<file path="src/igr_defs.svh">
// Constants of the global interrupt-controller register slice.
// Assumes inclusion by bare name from the package and the design module.
`ifndef IGR_DEFS_SVH
`define IGR_DEFS_SVH

// Register byte offsets.
`define IGR_OFS_VERSION 12'h000
`define IGR_OFS_CTRL 12'h004
`define IGR_OFS_GLOBAL_ON 12'h010
`define IGR_OFS_NEST 12'h01C
`define IGR_OFS_STS_SET 12'h020
`define IGR_OFS_STS_CLR 12'h024
`define IGR_OFS_EN_SET 12'h028
`define IGR_OFS_EVT_STATUS 12'h040
`define IGR_OFS_EVT_MASK 12'h044
`define IGR_OFS_PRI_INDEX 12'h080
`define IGR_OFS_PRI_VECTOR 12'h084

// Field positions.
`define IGR_CTRL_FREEZE_BIT 4
`define IGR_CTRL_NEST_LSB 2
`define IGR_NEST_OVR_BIT 31
`define IGR_NEST_LVL_MSB 8
`define IGR_INDEX_MSB 6
`define IGR_PRI_NONE_BIT 31
`define IGR_EVT_SOURCE_BIT 0
`define IGR_EVT_NEST_BIT 1
`define IGR_EVT_HOST_BIT 2
`define IGR_EVT_W 3

// Sizes.
`define IGR_NUM_SRC 128
`define IGR_NUM_HOST 2

// Reset values.
`define IGR_GLOBAL_ON_RST 1'h0
`define IGR_NEST_LVL_RST 9'h1FF
`define IGR_EVT_MASK_RST 3'h0
// Arbitrary version value.
`define IGR_VERSION_VALUE 32'h0001_0000

// Bus answers.
`define IGR_RESP_OKAY 2'h0
`define IGR_RESP_SLVERR 2'h2

`endif

</file>
<file path="src/igr_pkg.sv">
// Types shared by the global interrupt-controller register slice.
// Assumes igr_defs.svh is available on the include path.
`default_nettype none
`include "igr_defs.svh"

package igr_pkg;

    typedef enum logic [1:0] {
        IGR_NEST_NONE,
        IGR_NEST_INDIV,
        IGR_NEST_GLOBAL,
        IGR_NEST_MANUAL
    } igr_nest_e;

    typedef struct packed {
        logic priFreeze;
        igr_nest_e nestScheme;
    } igr_ctrl_s;

    typedef struct packed {
        logic none;
        logic [9:0] index;
        logic [31:0] vector;
    } igr_pri_s;

    typedef struct packed {
        logic req;
        logic enable;
        logic [`IGR_NEST_LVL_MSB:0] chan;
    } igr_host_req_s;

    typedef struct packed {
        logic valid;
        logic [`IGR_NEST_LVL_MSB:0] chan;
    } igr_nest_evt_s;

endpackage : igr_pkg

`default_nettype wire

</file>
<file path="src/igr_global_regs.sv">
// Global control and indexed-access register slice of a host interrupt controller.
// Assumes one clock, an AXI4-Lite master, and a prioritizer on the same clock.
`default_nettype none
`include "igr_defs.svh"

module igr_global_regs #(
    parameter logic [31:0] VERSION_WORD = `IGR_VERSION_VALUE
) (
    // Clock, reset and clock enable.
    input wire logic clk,
    input wire logic arst_n,
    input wire logic ce,
    // AXI4-Lite write channels.
    input wire logic awvalid,
    output logic awready,
    input wire logic [11:0] awaddr,
    input wire logic wvalid,
    output logic wready,
    input wire logic [31:0] wdata,
    input wire logic [3:0] wstrb,
    output logic bvalid,
    input wire logic bready,
    output logic [1:0] bresp,
    // AXI4-Lite read channels.
    input wire logic arvalid,
    output logic arready,
    input wire logic [11:0] araddr,
    output logic rvalid,
    input wire logic rready,
    output logic [31:0] rdata,
    output logic [1:0] rresp,
    // Interrupt sources from outside the clock domain.
    input wire logic [`IGR_NUM_SRC-1:0] srcIrq,
    // Prioritizer results and nesting events.
    input wire igr_pkg::igr_pri_s priIn,
    input wire igr_pkg::igr_host_req_s [`IGR_NUM_HOST-1:0] hostReq,
    input wire igr_pkg::igr_nest_evt_s nestEvt,
    // Held state towards the rest of the controller.
    output logic [`IGR_NUM_SRC-1:0] rawStatus,
    output logic [`IGR_NUM_SRC-1:0] srcEnable,
    output igr_pkg::igr_ctrl_s ctrl,
    output logic [`IGR_NEST_LVL_MSB:0] nestLevel,
    // Host outputs and block interrupt.
    output logic [`IGR_NUM_HOST-1:0] hostIrq,
    output logic irq
);

    logic [1:0] rstPipe_reg;
    logic rstSync_n;
    logic awHeld_reg;
    logic wHeld_reg;
    logic [11:0] awAddr_reg;
    logic [31:0] wData_reg;
    logic [3:0] wStrb_reg;
    logic bvalid_reg;
    logic [1:0] bresp_reg;
    logic rvalid_reg;
    logic [31:0] rdata_reg;
    logic [1:0] rresp_reg;
    logic wrFire;
    logic arFire;
    logic [31:0] strbMask;
    logic [31:0] readMux;
    logic readHit;
    logic writeHit;
    logic [`IGR_INDEX_MSB:0] wrIndex;
    logic idxLane;
    igr_pkg::igr_ctrl_s ctrl_reg;
    logic globalOn_reg;
    logic [`IGR_NEST_LVL_MSB:0] nestLevel_reg;
    logic [`IGR_NEST_LVL_MSB:0] nestMerge;
    logic nestWrite;
    logic nestAuto;
    logic [`IGR_NUM_SRC-1:0] srcMeta_reg;
    logic [`IGR_NUM_SRC-1:0] srcSync_reg;
    logic [`IGR_NUM_SRC-1:0] srcLast_reg;
    logic [`IGR_NUM_SRC-1:0] srcRise;
    logic [`IGR_NUM_SRC-1:0] rawStatus_reg;
    logic [`IGR_NUM_SRC-1:0] rawStatus_next;
    logic [`IGR_NUM_SRC-1:0] srcEnable_reg;
    igr_pkg::igr_pri_s pri_reg;
    logic frozen_reg;
    logic firstIdx_reg;
    logic rdPriIdx;
    logic rdPriVec;
    logic [`IGR_NUM_HOST-1:0] hostIrq_reg;
    logic [`IGR_NUM_HOST-1:0] hostIrq_next;
    logic [`IGR_NUM_HOST-1:0] hostBlocked;
    logic [`IGR_EVT_W-1:0] evtStatus_reg;
    logic [`IGR_EVT_W-1:0] evtMask_reg;
    logic [`IGR_EVT_W-1:0] evtSet;
    logic [`IGR_EVT_W-1:0] evtClr;
    logic irq_reg;

    // Reset release through two flip-flops.
    always_ff @(posedge clk or negedge arst_n) begin
        if (!arst_n) begin
            rstPipe_reg <= 2'h0;
        end else begin
            rstPipe_reg <= {rstPipe_reg[0], 1'h1};
        end
    end
    assign rstSync_n = rstPipe_reg[1];

    // Bus handshakes and decode.
    assign awready = ce && !awHeld_reg && !bvalid_reg;
    assign wready = ce && !wHeld_reg && !bvalid_reg;
    assign arready = ce && !rvalid_reg;
    assign wrFire = ce && awHeld_reg && wHeld_reg && !bvalid_reg;
    assign arFire = ce && arvalid && arready;
    assign strbMask = {{8{wStrb_reg[3]}}, {8{wStrb_reg[2]}}, {8{wStrb_reg[1]}}, {8{wStrb_reg[0]}}};
    assign wrIndex = wData_reg[`IGR_INDEX_MSB:0];
    assign idxLane = wrFire && wStrb_reg[0];

    always_ff @(posedge clk or negedge rstSync_n) begin
        if (!rstSync_n) begin
            awHeld_reg <= 1'h0;
            wHeld_reg <= 1'h0;
            awAddr_reg <= 12'h000;
            wData_reg <= 32'h0000_0000;
            wStrb_reg <= 4'h0;
            bvalid_reg <= 1'h0;
            bresp_reg <= `IGR_RESP_OKAY;
        end else if (ce) begin
            if (awvalid && awready) begin
                awHeld_reg <= 1'h1;
                awAddr_reg <= awaddr;
            end
            if (wvalid && wready) begin
                wHeld_reg <= 1'h1;
                wData_reg <= wdata;
                wStrb_reg <= wstrb;
            end
            if (wrFire) begin
                awHeld_reg <= 1'h0;
                wHeld_reg <= 1'h0;
                bvalid_reg <= 1'h1;
                bresp_reg <= writeHit ? `IGR_RESP_OKAY : `IGR_RESP_SLVERR;
            end else if (bready) begin
                bvalid_reg <= 1'h0;
            end
        end
    end

    always_comb begin
        case (awAddr_reg)
            `IGR_OFS_VERSION, `IGR_OFS_CTRL, `IGR_OFS_GLOBAL_ON, `IGR_OFS_NEST,
            `IGR_OFS_STS_SET, `IGR_OFS_STS_CLR, `IGR_OFS_EN_SET, `IGR_OFS_EVT_STATUS,
            `IGR_OFS_EVT_MASK, `IGR_OFS_PRI_INDEX, `IGR_OFS_PRI_VECTOR: writeHit = 1'h1;
            default: writeHit = 1'h0;
        endcase
    end

    // Read mux; write-only ports and reserved bits read zero.
    always_comb begin
        readMux = 32'h0000_0000;
        readHit = 1'h1;
        case (araddr)
            `IGR_OFS_VERSION: readMux = VERSION_WORD;
            `IGR_OFS_CTRL: begin
                readMux[`IGR_CTRL_FREEZE_BIT] = ctrl_reg.priFreeze;
                readMux[`IGR_CTRL_NEST_LSB +: 2] = ctrl_reg.nestScheme;
            end
            `IGR_OFS_GLOBAL_ON: readMux[0] = globalOn_reg;
            `IGR_OFS_NEST: readMux[`IGR_NEST_LVL_MSB:0] = nestLevel_reg;
            `IGR_OFS_STS_SET, `IGR_OFS_STS_CLR, `IGR_OFS_EN_SET: readMux = 32'h0000_0000;
            `IGR_OFS_EVT_STATUS: readMux[`IGR_EVT_W-1:0] = evtStatus_reg;
            `IGR_OFS_EVT_MASK: readMux[`IGR_EVT_W-1:0] = evtMask_reg;
            `IGR_OFS_PRI_INDEX: begin
                readMux[`IGR_PRI_NONE_BIT] = pri_reg.none;
                readMux[9:0] = pri_reg.index;
            end
            `IGR_OFS_PRI_VECTOR: readMux = pri_reg.vector;
            default: readHit = 1'h0;
        endcase
    end

    always_ff @(posedge clk or negedge rstSync_n) begin
        if (!rstSync_n) begin
            rvalid_reg <= 1'h0;
            rdata_reg <= 32'h0000_0000;
            rresp_reg <= `IGR_RESP_OKAY;
        end else if (ce) begin
            if (arFire) begin
                rvalid_reg <= 1'h1;
                rdata_reg <= readMux;
                rresp_reg <= readHit ? `IGR_RESP_OKAY : `IGR_RESP_SLVERR;
            end else if (rready) begin
                rvalid_reg <= 1'h0;
            end
        end
    end

    // Control and global on registers; version word ignores writes.
    always_ff @(posedge clk or negedge rstSync_n) begin
        if (!rstSync_n) begin
            ctrl_reg <= '{priFreeze: 1'h0, nestScheme: igr_pkg::IGR_NEST_NONE};
            globalOn_reg <= `IGR_GLOBAL_ON_RST;
        end else if (ce && idxLane) begin
            if (awAddr_reg == `IGR_OFS_CTRL) begin
                ctrl_reg.priFreeze <= wData_reg[`IGR_CTRL_FREEZE_BIT];
                ctrl_reg.nestScheme <= igr_pkg::igr_nest_e'(wData_reg[`IGR_CTRL_NEST_LSB +: 2]);
            end
            if (awAddr_reg == `IGR_OFS_GLOBAL_ON) begin
                globalOn_reg <= wData_reg[0];
            end
        end
    end

    // Nest level: override write, plain write outside global auto, else auto update.
    assign nestMerge = (nestLevel_reg & ~strbMask[`IGR_NEST_LVL_MSB:0])
        | (wData_reg[`IGR_NEST_LVL_MSB:0] & strbMask[`IGR_NEST_LVL_MSB:0]);
    assign nestWrite = wrFire && (awAddr_reg == `IGR_OFS_NEST)
        && ((wStrb_reg[3] && wData_reg[`IGR_NEST_OVR_BIT])
        || ctrl_reg.nestScheme != igr_pkg::IGR_NEST_GLOBAL);
    assign nestAuto = !nestWrite && nestEvt.valid
        && ctrl_reg.nestScheme == igr_pkg::IGR_NEST_GLOBAL;

    always_ff @(posedge clk or negedge rstSync_n) begin
        if (!rstSync_n) begin
            nestLevel_reg <= `IGR_NEST_LVL_RST;
        end else if (ce) begin
            if (nestWrite) begin
                nestLevel_reg <= nestMerge;
            end else if (nestAuto) begin
                nestLevel_reg <= nestEvt.chan;
            end
        end
    end

    // Source synchroniser and rising-edge detection.
    always_ff @(posedge clk or negedge rstSync_n) begin
        if (!rstSync_n) begin
            srcMeta_reg <= '0;
            srcSync_reg <= '0;
            srcLast_reg <= '0;
        end else if (ce) begin
            srcMeta_reg <= srcIrq;
            srcSync_reg <= srcMeta_reg;
            srcLast_reg <= srcSync_reg;
        end
    end
    assign srcRise = srcSync_reg & ~srcLast_reg;

    // Raw status: a source edge or indexed set wins over an indexed clear.
    always_comb begin
        rawStatus_next = rawStatus_reg;
        if (idxLane && awAddr_reg == `IGR_OFS_STS_CLR) begin
            rawStatus_next[wrIndex] = 1'h0;
        end
        rawStatus_next = rawStatus_next | srcRise;
        if (idxLane && awAddr_reg == `IGR_OFS_STS_SET) begin
            rawStatus_next[wrIndex] = 1'h1;
        end
    end

    always_ff @(posedge clk or negedge rstSync_n) begin
        if (!rstSync_n) begin
            rawStatus_reg <= '0;
            srcEnable_reg <= '0;
        end else if (ce) begin
            rawStatus_reg <= rawStatus_next;
            if (idxLane && awAddr_reg == `IGR_OFS_EN_SET) begin
                srcEnable_reg[wrIndex] <= 1'h1;
            end
        end
    end

    // Prioritized index and vector with optional hold after the first read.
    assign rdPriIdx = arFire && araddr == `IGR_OFS_PRI_INDEX;
    assign rdPriVec = arFire && araddr == `IGR_OFS_PRI_VECTOR;

    always_ff @(posedge clk or negedge rstSync_n) begin
        if (!rstSync_n) begin
            frozen_reg <= 1'h0;
            firstIdx_reg <= 1'h0;
        end else if (ce) begin
            if (!ctrl_reg.priFreeze) begin
                frozen_reg <= 1'h0;
            end else if (!frozen_reg && (rdPriIdx || rdPriVec)) begin
                frozen_reg <= 1'h1;
                firstIdx_reg <= rdPriIdx;
            end else if (firstIdx_reg ? rdPriVec : rdPriIdx) begin
                frozen_reg <= 1'h0;
            end
        end
    end

    always_ff @(posedge clk or negedge rstSync_n) begin
        if (!rstSync_n) begin
            pri_reg <= '{none: 1'h1, index: 10'h000, vector: 32'h0000_0000};
        end else if (ce && !frozen_reg
            && !(ctrl_reg.priFreeze && (rdPriIdx || rdPriVec))) begin
            pri_reg <= priIn;
        end
    end

    // Host outputs: global on, individual enable and global nesting block.
    always_comb begin
        for (int h = 0; h < `IGR_NUM_HOST; h++) begin
            hostBlocked[h] = ctrl_reg.nestScheme == igr_pkg::IGR_NEST_GLOBAL
                && hostReq[h].chan >= nestLevel_reg;
            hostIrq_next[h] = hostReq[h].req && hostReq[h].enable
                && globalOn_reg && !hostBlocked[h];
        end
    end

    // Event status, mask and interrupt line.
    assign evtSet = {|(hostIrq_next & ~hostIrq_reg), nestAuto, |srcRise};
    assign evtClr = (idxLane && awAddr_reg == `IGR_OFS_EVT_STATUS)
        ? wData_reg[`IGR_EVT_W-1:0] : `IGR_EVT_W'(0);

    always_ff @(posedge clk or negedge rstSync_n) begin
        if (!rstSync_n) begin
            hostIrq_reg <= '0;
            evtStatus_reg <= '0;
            evtMask_reg <= `IGR_EVT_MASK_RST;
            irq_reg <= 1'h0;
        end else if (ce) begin
            hostIrq_reg <= hostIrq_next;
            evtStatus_reg <= (evtStatus_reg & ~evtClr) | evtSet;
            if (idxLane && awAddr_reg == `IGR_OFS_EVT_MASK) begin
                evtMask_reg <= wData_reg[`IGR_EVT_W-1:0];
            end
            irq_reg <= |(((evtStatus_reg & ~evtClr) | evtSet) & evtMask_reg);
        end
    end

    // Outputs.
    assign bvalid = bvalid_reg;
    assign bresp = bresp_reg;
    assign rvalid = rvalid_reg;
    assign rdata = rdata_reg;
    assign rresp = rresp_reg;
    assign rawStatus = rawStatus_reg;
    assign srcEnable = srcEnable_reg;
    assign ctrl = ctrl_reg;
    assign nestLevel = nestLevel_reg;
    assign hostIrq = hostIrq_reg;
    assign irq = irq_reg;
endmodule : igr_global_regs

`default_nettype wire

</file>
<file path="config.mk">
export PLATFORM = sky130hd
export DESIGN_NAME = igr_global_regs
export DESIGN_NICKNAME = d
export VERILOG_FILES = /design/src/igr_pkg.sv /design/src/igr_global_regs.sv
export VERILOG_INCLUDE_DIRS = /design/src
export SDC_FILE = /design/constraint.sdc
export NUM_CORES = 1
export LEC_CHECK = 0
export ABC_AREA = 0
export BUFFER_PORTS_ARGS = -buffer_cell sky130_fd_sc_hd__buf_4
export CORE_AREA = 2 2 275 345
export CTS_CLUSTER_DIAMETER = 40
export DETAILED_ROUTE_END_ITERATION = 10
export DIE_AREA = 0 0 277 347
export PLACE_DENSITY = 0.59
export SLEW_MARGIN = 15
export SYNTH_ARGS = -nofsm -noshare
export SYNTH_HDL_FRONTEND = slang
export SYNTH_SLANG_ARGS = --single-unit
</file>
<file path="constraint.sdc">
create_clock -name clk -period 28.5 [get_ports clk]
set_input_delay 5.7 -clock clk [delete_from_list [all_inputs] [get_ports clk]]
set_output_delay 5.7 -clock clk [all_outputs]
set_load 0.005 [all_outputs]
</file>
# Word level (Yosys, flattened, before mapping)
# Cells that the tools add are included.
dict set report classes {
  magnitude_cmp 4
  n_reduce_logical 77
  muxes 31
  mul 0
  addsub 0
  n_eq_ne 23
  n_div 0
  n_shift 0
  bitwise 17
}
# op n
set ops {}
lappend ops {{$or A128 B128 Y128} 3}
lappend ops {{$and A128 B128 Y128} 2}
lappend ops {{$mux W128} 2}
lappend ops {{$not A128 Y128} 2}
lappend ops {{$reduce_or A128 Y1} 1}
lappend ops {{$eq A12 B6 Y1 const B} 6}
lappend ops {{$eq A12 B5 Y1 const B} 4}
lappend ops {{$eq A12 B7 Y1 const B} 4}
lappend ops {{$eq A12 B8 Y1 const B} 4}
lappend ops {{$pmux W21 S2} 1}
lappend ops {{$logic_and A1 B1 Y1} 39}
lappend ops {{$reduce_and A2 Y1} 14}
lappend ops {{$eq A12 B3 Y1 const B} 2}
lappend ops {{$logic_not A12 Y1} 2}
lappend ops {{$reduce_or A11 Y1} 2}
lappend ops {{$and A9 B9 Y9} 2}
lappend ops {{$ge A9 B9 Y1} 2}
lappend ops {{$mux W9} 2}
lappend ops {{$mux W1} 15}
lappend ops {{$pmux W1 S6} 2}
lappend ops {{$pmux W4 S3} 1}
lappend ops {{$reduce_bool A2 Y1} 5}
lappend ops {{$logic_not A1 Y1} 9}
lappend ops {{$not A9 Y9} 1}
lappend ops {{21 further kinds} 25}
dict set report word_totals {
  output_inout_bits 312
  input_bits 271
  register_bits 797
  word_cells 181
  latch_bits 0
  ramBits 0
  mem_count 0
  mem_bits_ro 0
}

# Longest topological paths before layout
dict set report logic_depth {
  word_depth 11
  ltp_mapped 10
  depth_no_buf 9
}

# Worst setup path before layout
# OpenSTA, ideal clock, no wires.
dict set report synth_timing {
  path_kind {input port to output port}
  from {input ce}
  to {output arready}
  required_ns 22.800
  path_stages 3
  arrival_ns 6.138
  n_path_buf 1
  setup_slack_ns 16.662
  cell_sequence {buf_4 > clkinv_1 > nor2_1}
}
dict set report synth_via {
  elab_chain_len 1
}
# item line_no
set synth_rtl {}
lappend synth_rtl {{from (decl)} igr_global_regs.sv:12} ;# input wire logic ce,
lappend synth_rtl {{$logic_and A1 B1 Y1} igr_global_regs.sv:108} ;# assign arready = ce && !rvalid_reg;
lappend synth_rtl {{to (decl)} igr_global_regs.sv:26} ;# output logic arready,
# No other way between the ends.

# Worst setup path after layout
# Same ends and word-level chain as after synthesis.

==> flow_metrics.env <==
export IMPL_path_buf_inv=3
export IMPL_slew_headroom=0.218
export IMPL_wl_per_cell_microns=22.8
export IMPL_slowest_stage="clkinv_1"
export IMPL_irDropWorstVdd_v=0.0000499
export IMPL_crit_family="buffers and inverters"
export IMPL_detail_route_wirelength_microns=104000
export IMPL_cts_inserted_buffers=113
export IMPL_critPathMaxStageDelay_ns=0.42
export IMPL_p_sw_frac=0.283
export IMPL_ys_types=62
export IMPL_clkPwrFrac=0.455
export IMPL_leakage_uw=0.0178
export IMPL_holdPathStages=0
export IMPL_post_place_ws_ns=16.08
export IMPL_synthXorXnorAreaFrac=0
export IMPL_antenna_found_initial=11
export IMPL_vias=23000
export IMPL_tritoncts="built"
export IMPL_tightest_slew_ns=1.17
export IMPL_synth_ff_type="dfrtp_1"
export IMPL_hold_worst_slack_ns=0.353
export IMPL_layout_drive_gt1_share=0.387
export IMPL_syn_area_per_cell_sq_um=12.0
export IMPL_die_x_microns=277
export IMPL_p_comb_frac=0.139
export IMPL_grt_max_degree=181
export IMPL_cts_hold_buf=0
export IMPL_cts_sinks=772
export IMPL_setup_ws_ns=16.14
export IMPL_hold_class="register to register"
export IMPL_drc=0
export IMPL_rsz0062_at_grt="no"
export IMPL_overflow=0
export IMPL_ctsLongestPathBuffers=3
export IMPL_required_ns=22.80
export IMPL_syn_inst=2684
export IMPL_post_cts_buffers=0
export IMPL_clk_latency_ns=0.69
export IMPL_ys_warn_count=0
export IMPL_dp_hpwl_microns=72100
export IMPL_final_core_util=0.451
export IMPL_synth_top_family_by_area="multiplexers"
export IMPL_area_growth_pct=29.8
export IMPL_htree_levels=3
export IMPL_grt_pass1_wl_microns=154000
export IMPL_drt_pass1_iter_count=4
export IMPL_fin_skew_ns=0.0295
export IMPL_dr_wl_met3_microns=7770
export IMPL_outcome="complete, no violations"
export IMPL_hold_violations=0
export IMPL_drv_cap=0
export IMPL_nNetsFinal=3544
export IMPL_crit_type="input port to output port"
export IMPL_core_area_sq_um=92600
export IMPL_via_per_inst=5.04
export IMPL_synth_enable_flop_cells=0
export IMPL_critPathArrivalTime_ns=6.66
export IMPL_port_buffers=557
export IMPL_end_kind="output port"
export IMPL_synth_compound_area_frac=0.100
export IMPL_tns_ns=0
export IMPL_synthMuxAreaShare=0.158
export IMPL_synth_fa_ha_area_frac=0.00700
export IMPL_wl_met1_microns=43800
export IMPL_seq_power_share=0.406
export IMPL_netSwitchingPower_uw=914
export IMPL_drt_iter0_drc=1651
export IMPL_period_minus_slack_ns=12.36
export IMPL_start_kind="input port"
export IMPL_top_layer="met5"
export IMPL_fin_crit_sh=0.434
export IMPL_grt_pass1_vias=23200
export IMPL_ant_nets=0
export IMPL_track_usage=0.214
export IMPL_path_max_fanout=18
export IMPL_post_cts_resized=0
export IMPL_initial_core_util=0.348
export IMPL_clk_pin_slew_ns=0.05
export IMPL_r2r_cells=4
export IMPL_cp_cell_sequence="buf_8 > clkinv_1 > nor2_1 > buf_4"
export IMPL_synth_simple_area_share=0.113
export IMPL_powerDensity_nw_per_um2=77.3
export IMPL_die_area_sq_um=96100
export IMPL_syn_cell_area_sq_um=32200
export IMPL_fp_dieH_microns=347
export IMPL_routabilityCongestion=0.819
export IMPL_drv_slew=0
export IMPL_setup_violations=0
export IMPL_ys_ff_latch=772
export IMPL_synth_async_sr_flop_share=1.00
export IMPL_rows=125
export IMPL_yosysSeqAreaShare=0.601
export IMPL_io_pins=583
export IMPL_p_int_uw=2310
export IMPL_max_freq_mhz=80.9
export IMPL_clockRootBuffer="clkbuf_16"
export IMPL_met2_wirelength_microns=48800
export IMPL_cp_depth=4
## cells by family after synthesis
group                      after synthesis
adders and majority gates               18
muxes                                  451
AOI/OAI and AO/OA                      501
DFF                                    772
buffers and inverters                  165
other                                    2
and+or+nand+nor                        775
## through the flow
stage	total power, uW	instance area (sq um)	instances
3_3_place_gp	1780	37700	4346
3_5_place_dp	1790	37700	4346
4_1_cts	3270	41800	4559
5_1_grt	3360	41800	4567
6_report	3230	41800	4567
2_1_floorplan	1560	32200	2685
## power by group through the flow
stage	registers [uW]	logic (uW)	clock network, uW
4_1_cts	1310	459	1500
2_1_floorplan	1290	262	0
3_5_place_dp	1330	457	0
3_3_place_gp	1330	451	0
6_report	1310	448	1470
5_1_grt	1330	487	1550
## final cells by class
| cell class | instances | area (sq um) |
|---|---|---|
| Sequential cell | 772 | 19300 |
| Antenna cell | 8 | 20.0 |
| Fill cell | 8661 | 50800 |
| Clock buffer | 131 | 2990 |
| Inverter | 19 | 71.3 |
| Timing Repair Buffer | 601 | 4540 |
| Tap cell | 1206 | 1510 |
| Clock inverter | 82 | 1040 |
| Multi-Input combinational cell | 1748 | 12300 |
## final timing paths
path                                startpoint               to  slack, ns
worst max-delay path                        ce          arready      16.14
worst min-delay path            rstPipe_reg[0]   rstPipe_reg[1]       0.35
worst max register to register  rstPipe_reg[1]     wData_reg[7]      24.28
worst min register to register  rstPipe_reg[0]   rstPipe_reg[1]       0.35
max in group asynchronous               arst_n   rstPipe_reg[1]      23.61
min in group asynchronous       rstPipe_reg[1]  srcMeta_reg[58]       0.38
## synth_stat cells, types with 3 or more instances
cell type	instances	area, sq um
o21ai_2	7	61.3
buf_4	10	75.1
dfrtp_1	762	19100
or4_1	3	22.5
nor4_1	35	219
clkbuf_1	120	450
o21bai_1	187	1400
a21o_1	3	22.5
buf_2	10	50.1
nand2b_1	23	144
a221oi_1	5	43.8
nor2b_1	119	744
mux2_2	450	5070
nor3_1	72	360
a211oi_1	3	22.5
dfstp_2	10	263
nand3_1	28	140
nand2_1	295	1110
a222oi_1	7	70.1
o21ai_0	164	821
inv_1	17	63.8
nor3b_1	4	30.0
a41oi_1	12	105
buf_1	5	18.8
o2111ai_1	4	35.0
nand4_1	14	87.6
nor2_1	163	612
a21boi_0	3	22.5
ha_1	18	225
and2_1	3	18.8
a21oi_1	83	415
o22ai_1	3	18.8
a22oi_1	3	22.5
## per-layer routing
metal,vias to the layer above,global-route usage
li1,10600,-
met1,11500,0.272
met2,734,0.344
met3,178,0.0627
met4,4,0.0855
met5,-,0
## placed cells by master, fill, tap and decap left out, types with 12 or more instances in the layout
| cell | instances |
|---|---|
| dfrtp_1 | 761 |
| buf_4 | 598 |
| mux2_2 | 450 |
| nand2_1 | 295 |
| o21bai_1 | 187 |
| o21ai_0 | 164 |
| nor2_1 | 160 |
| nor2b_1 | 119 |
| clkbuf_16 | 114 |
| a21oi_1 | 83 |
| nor3_1 | 67 |
| nor4_1 | 33 |
| nand3_1 | 28 |
| nand2b_1 | 23 |
| clkinv_2 | 20 |
| ha_1 | 18 |
| inv_1 | 17 |
| bufinv_16 | 17 |
| clkinvlp_4 | 15 |
| nand4_1 | 14 |
| a41oi_1 | 12 |
| inv_6 | 12 |
No activity file was read; power rests on OpenSTA's default activity.
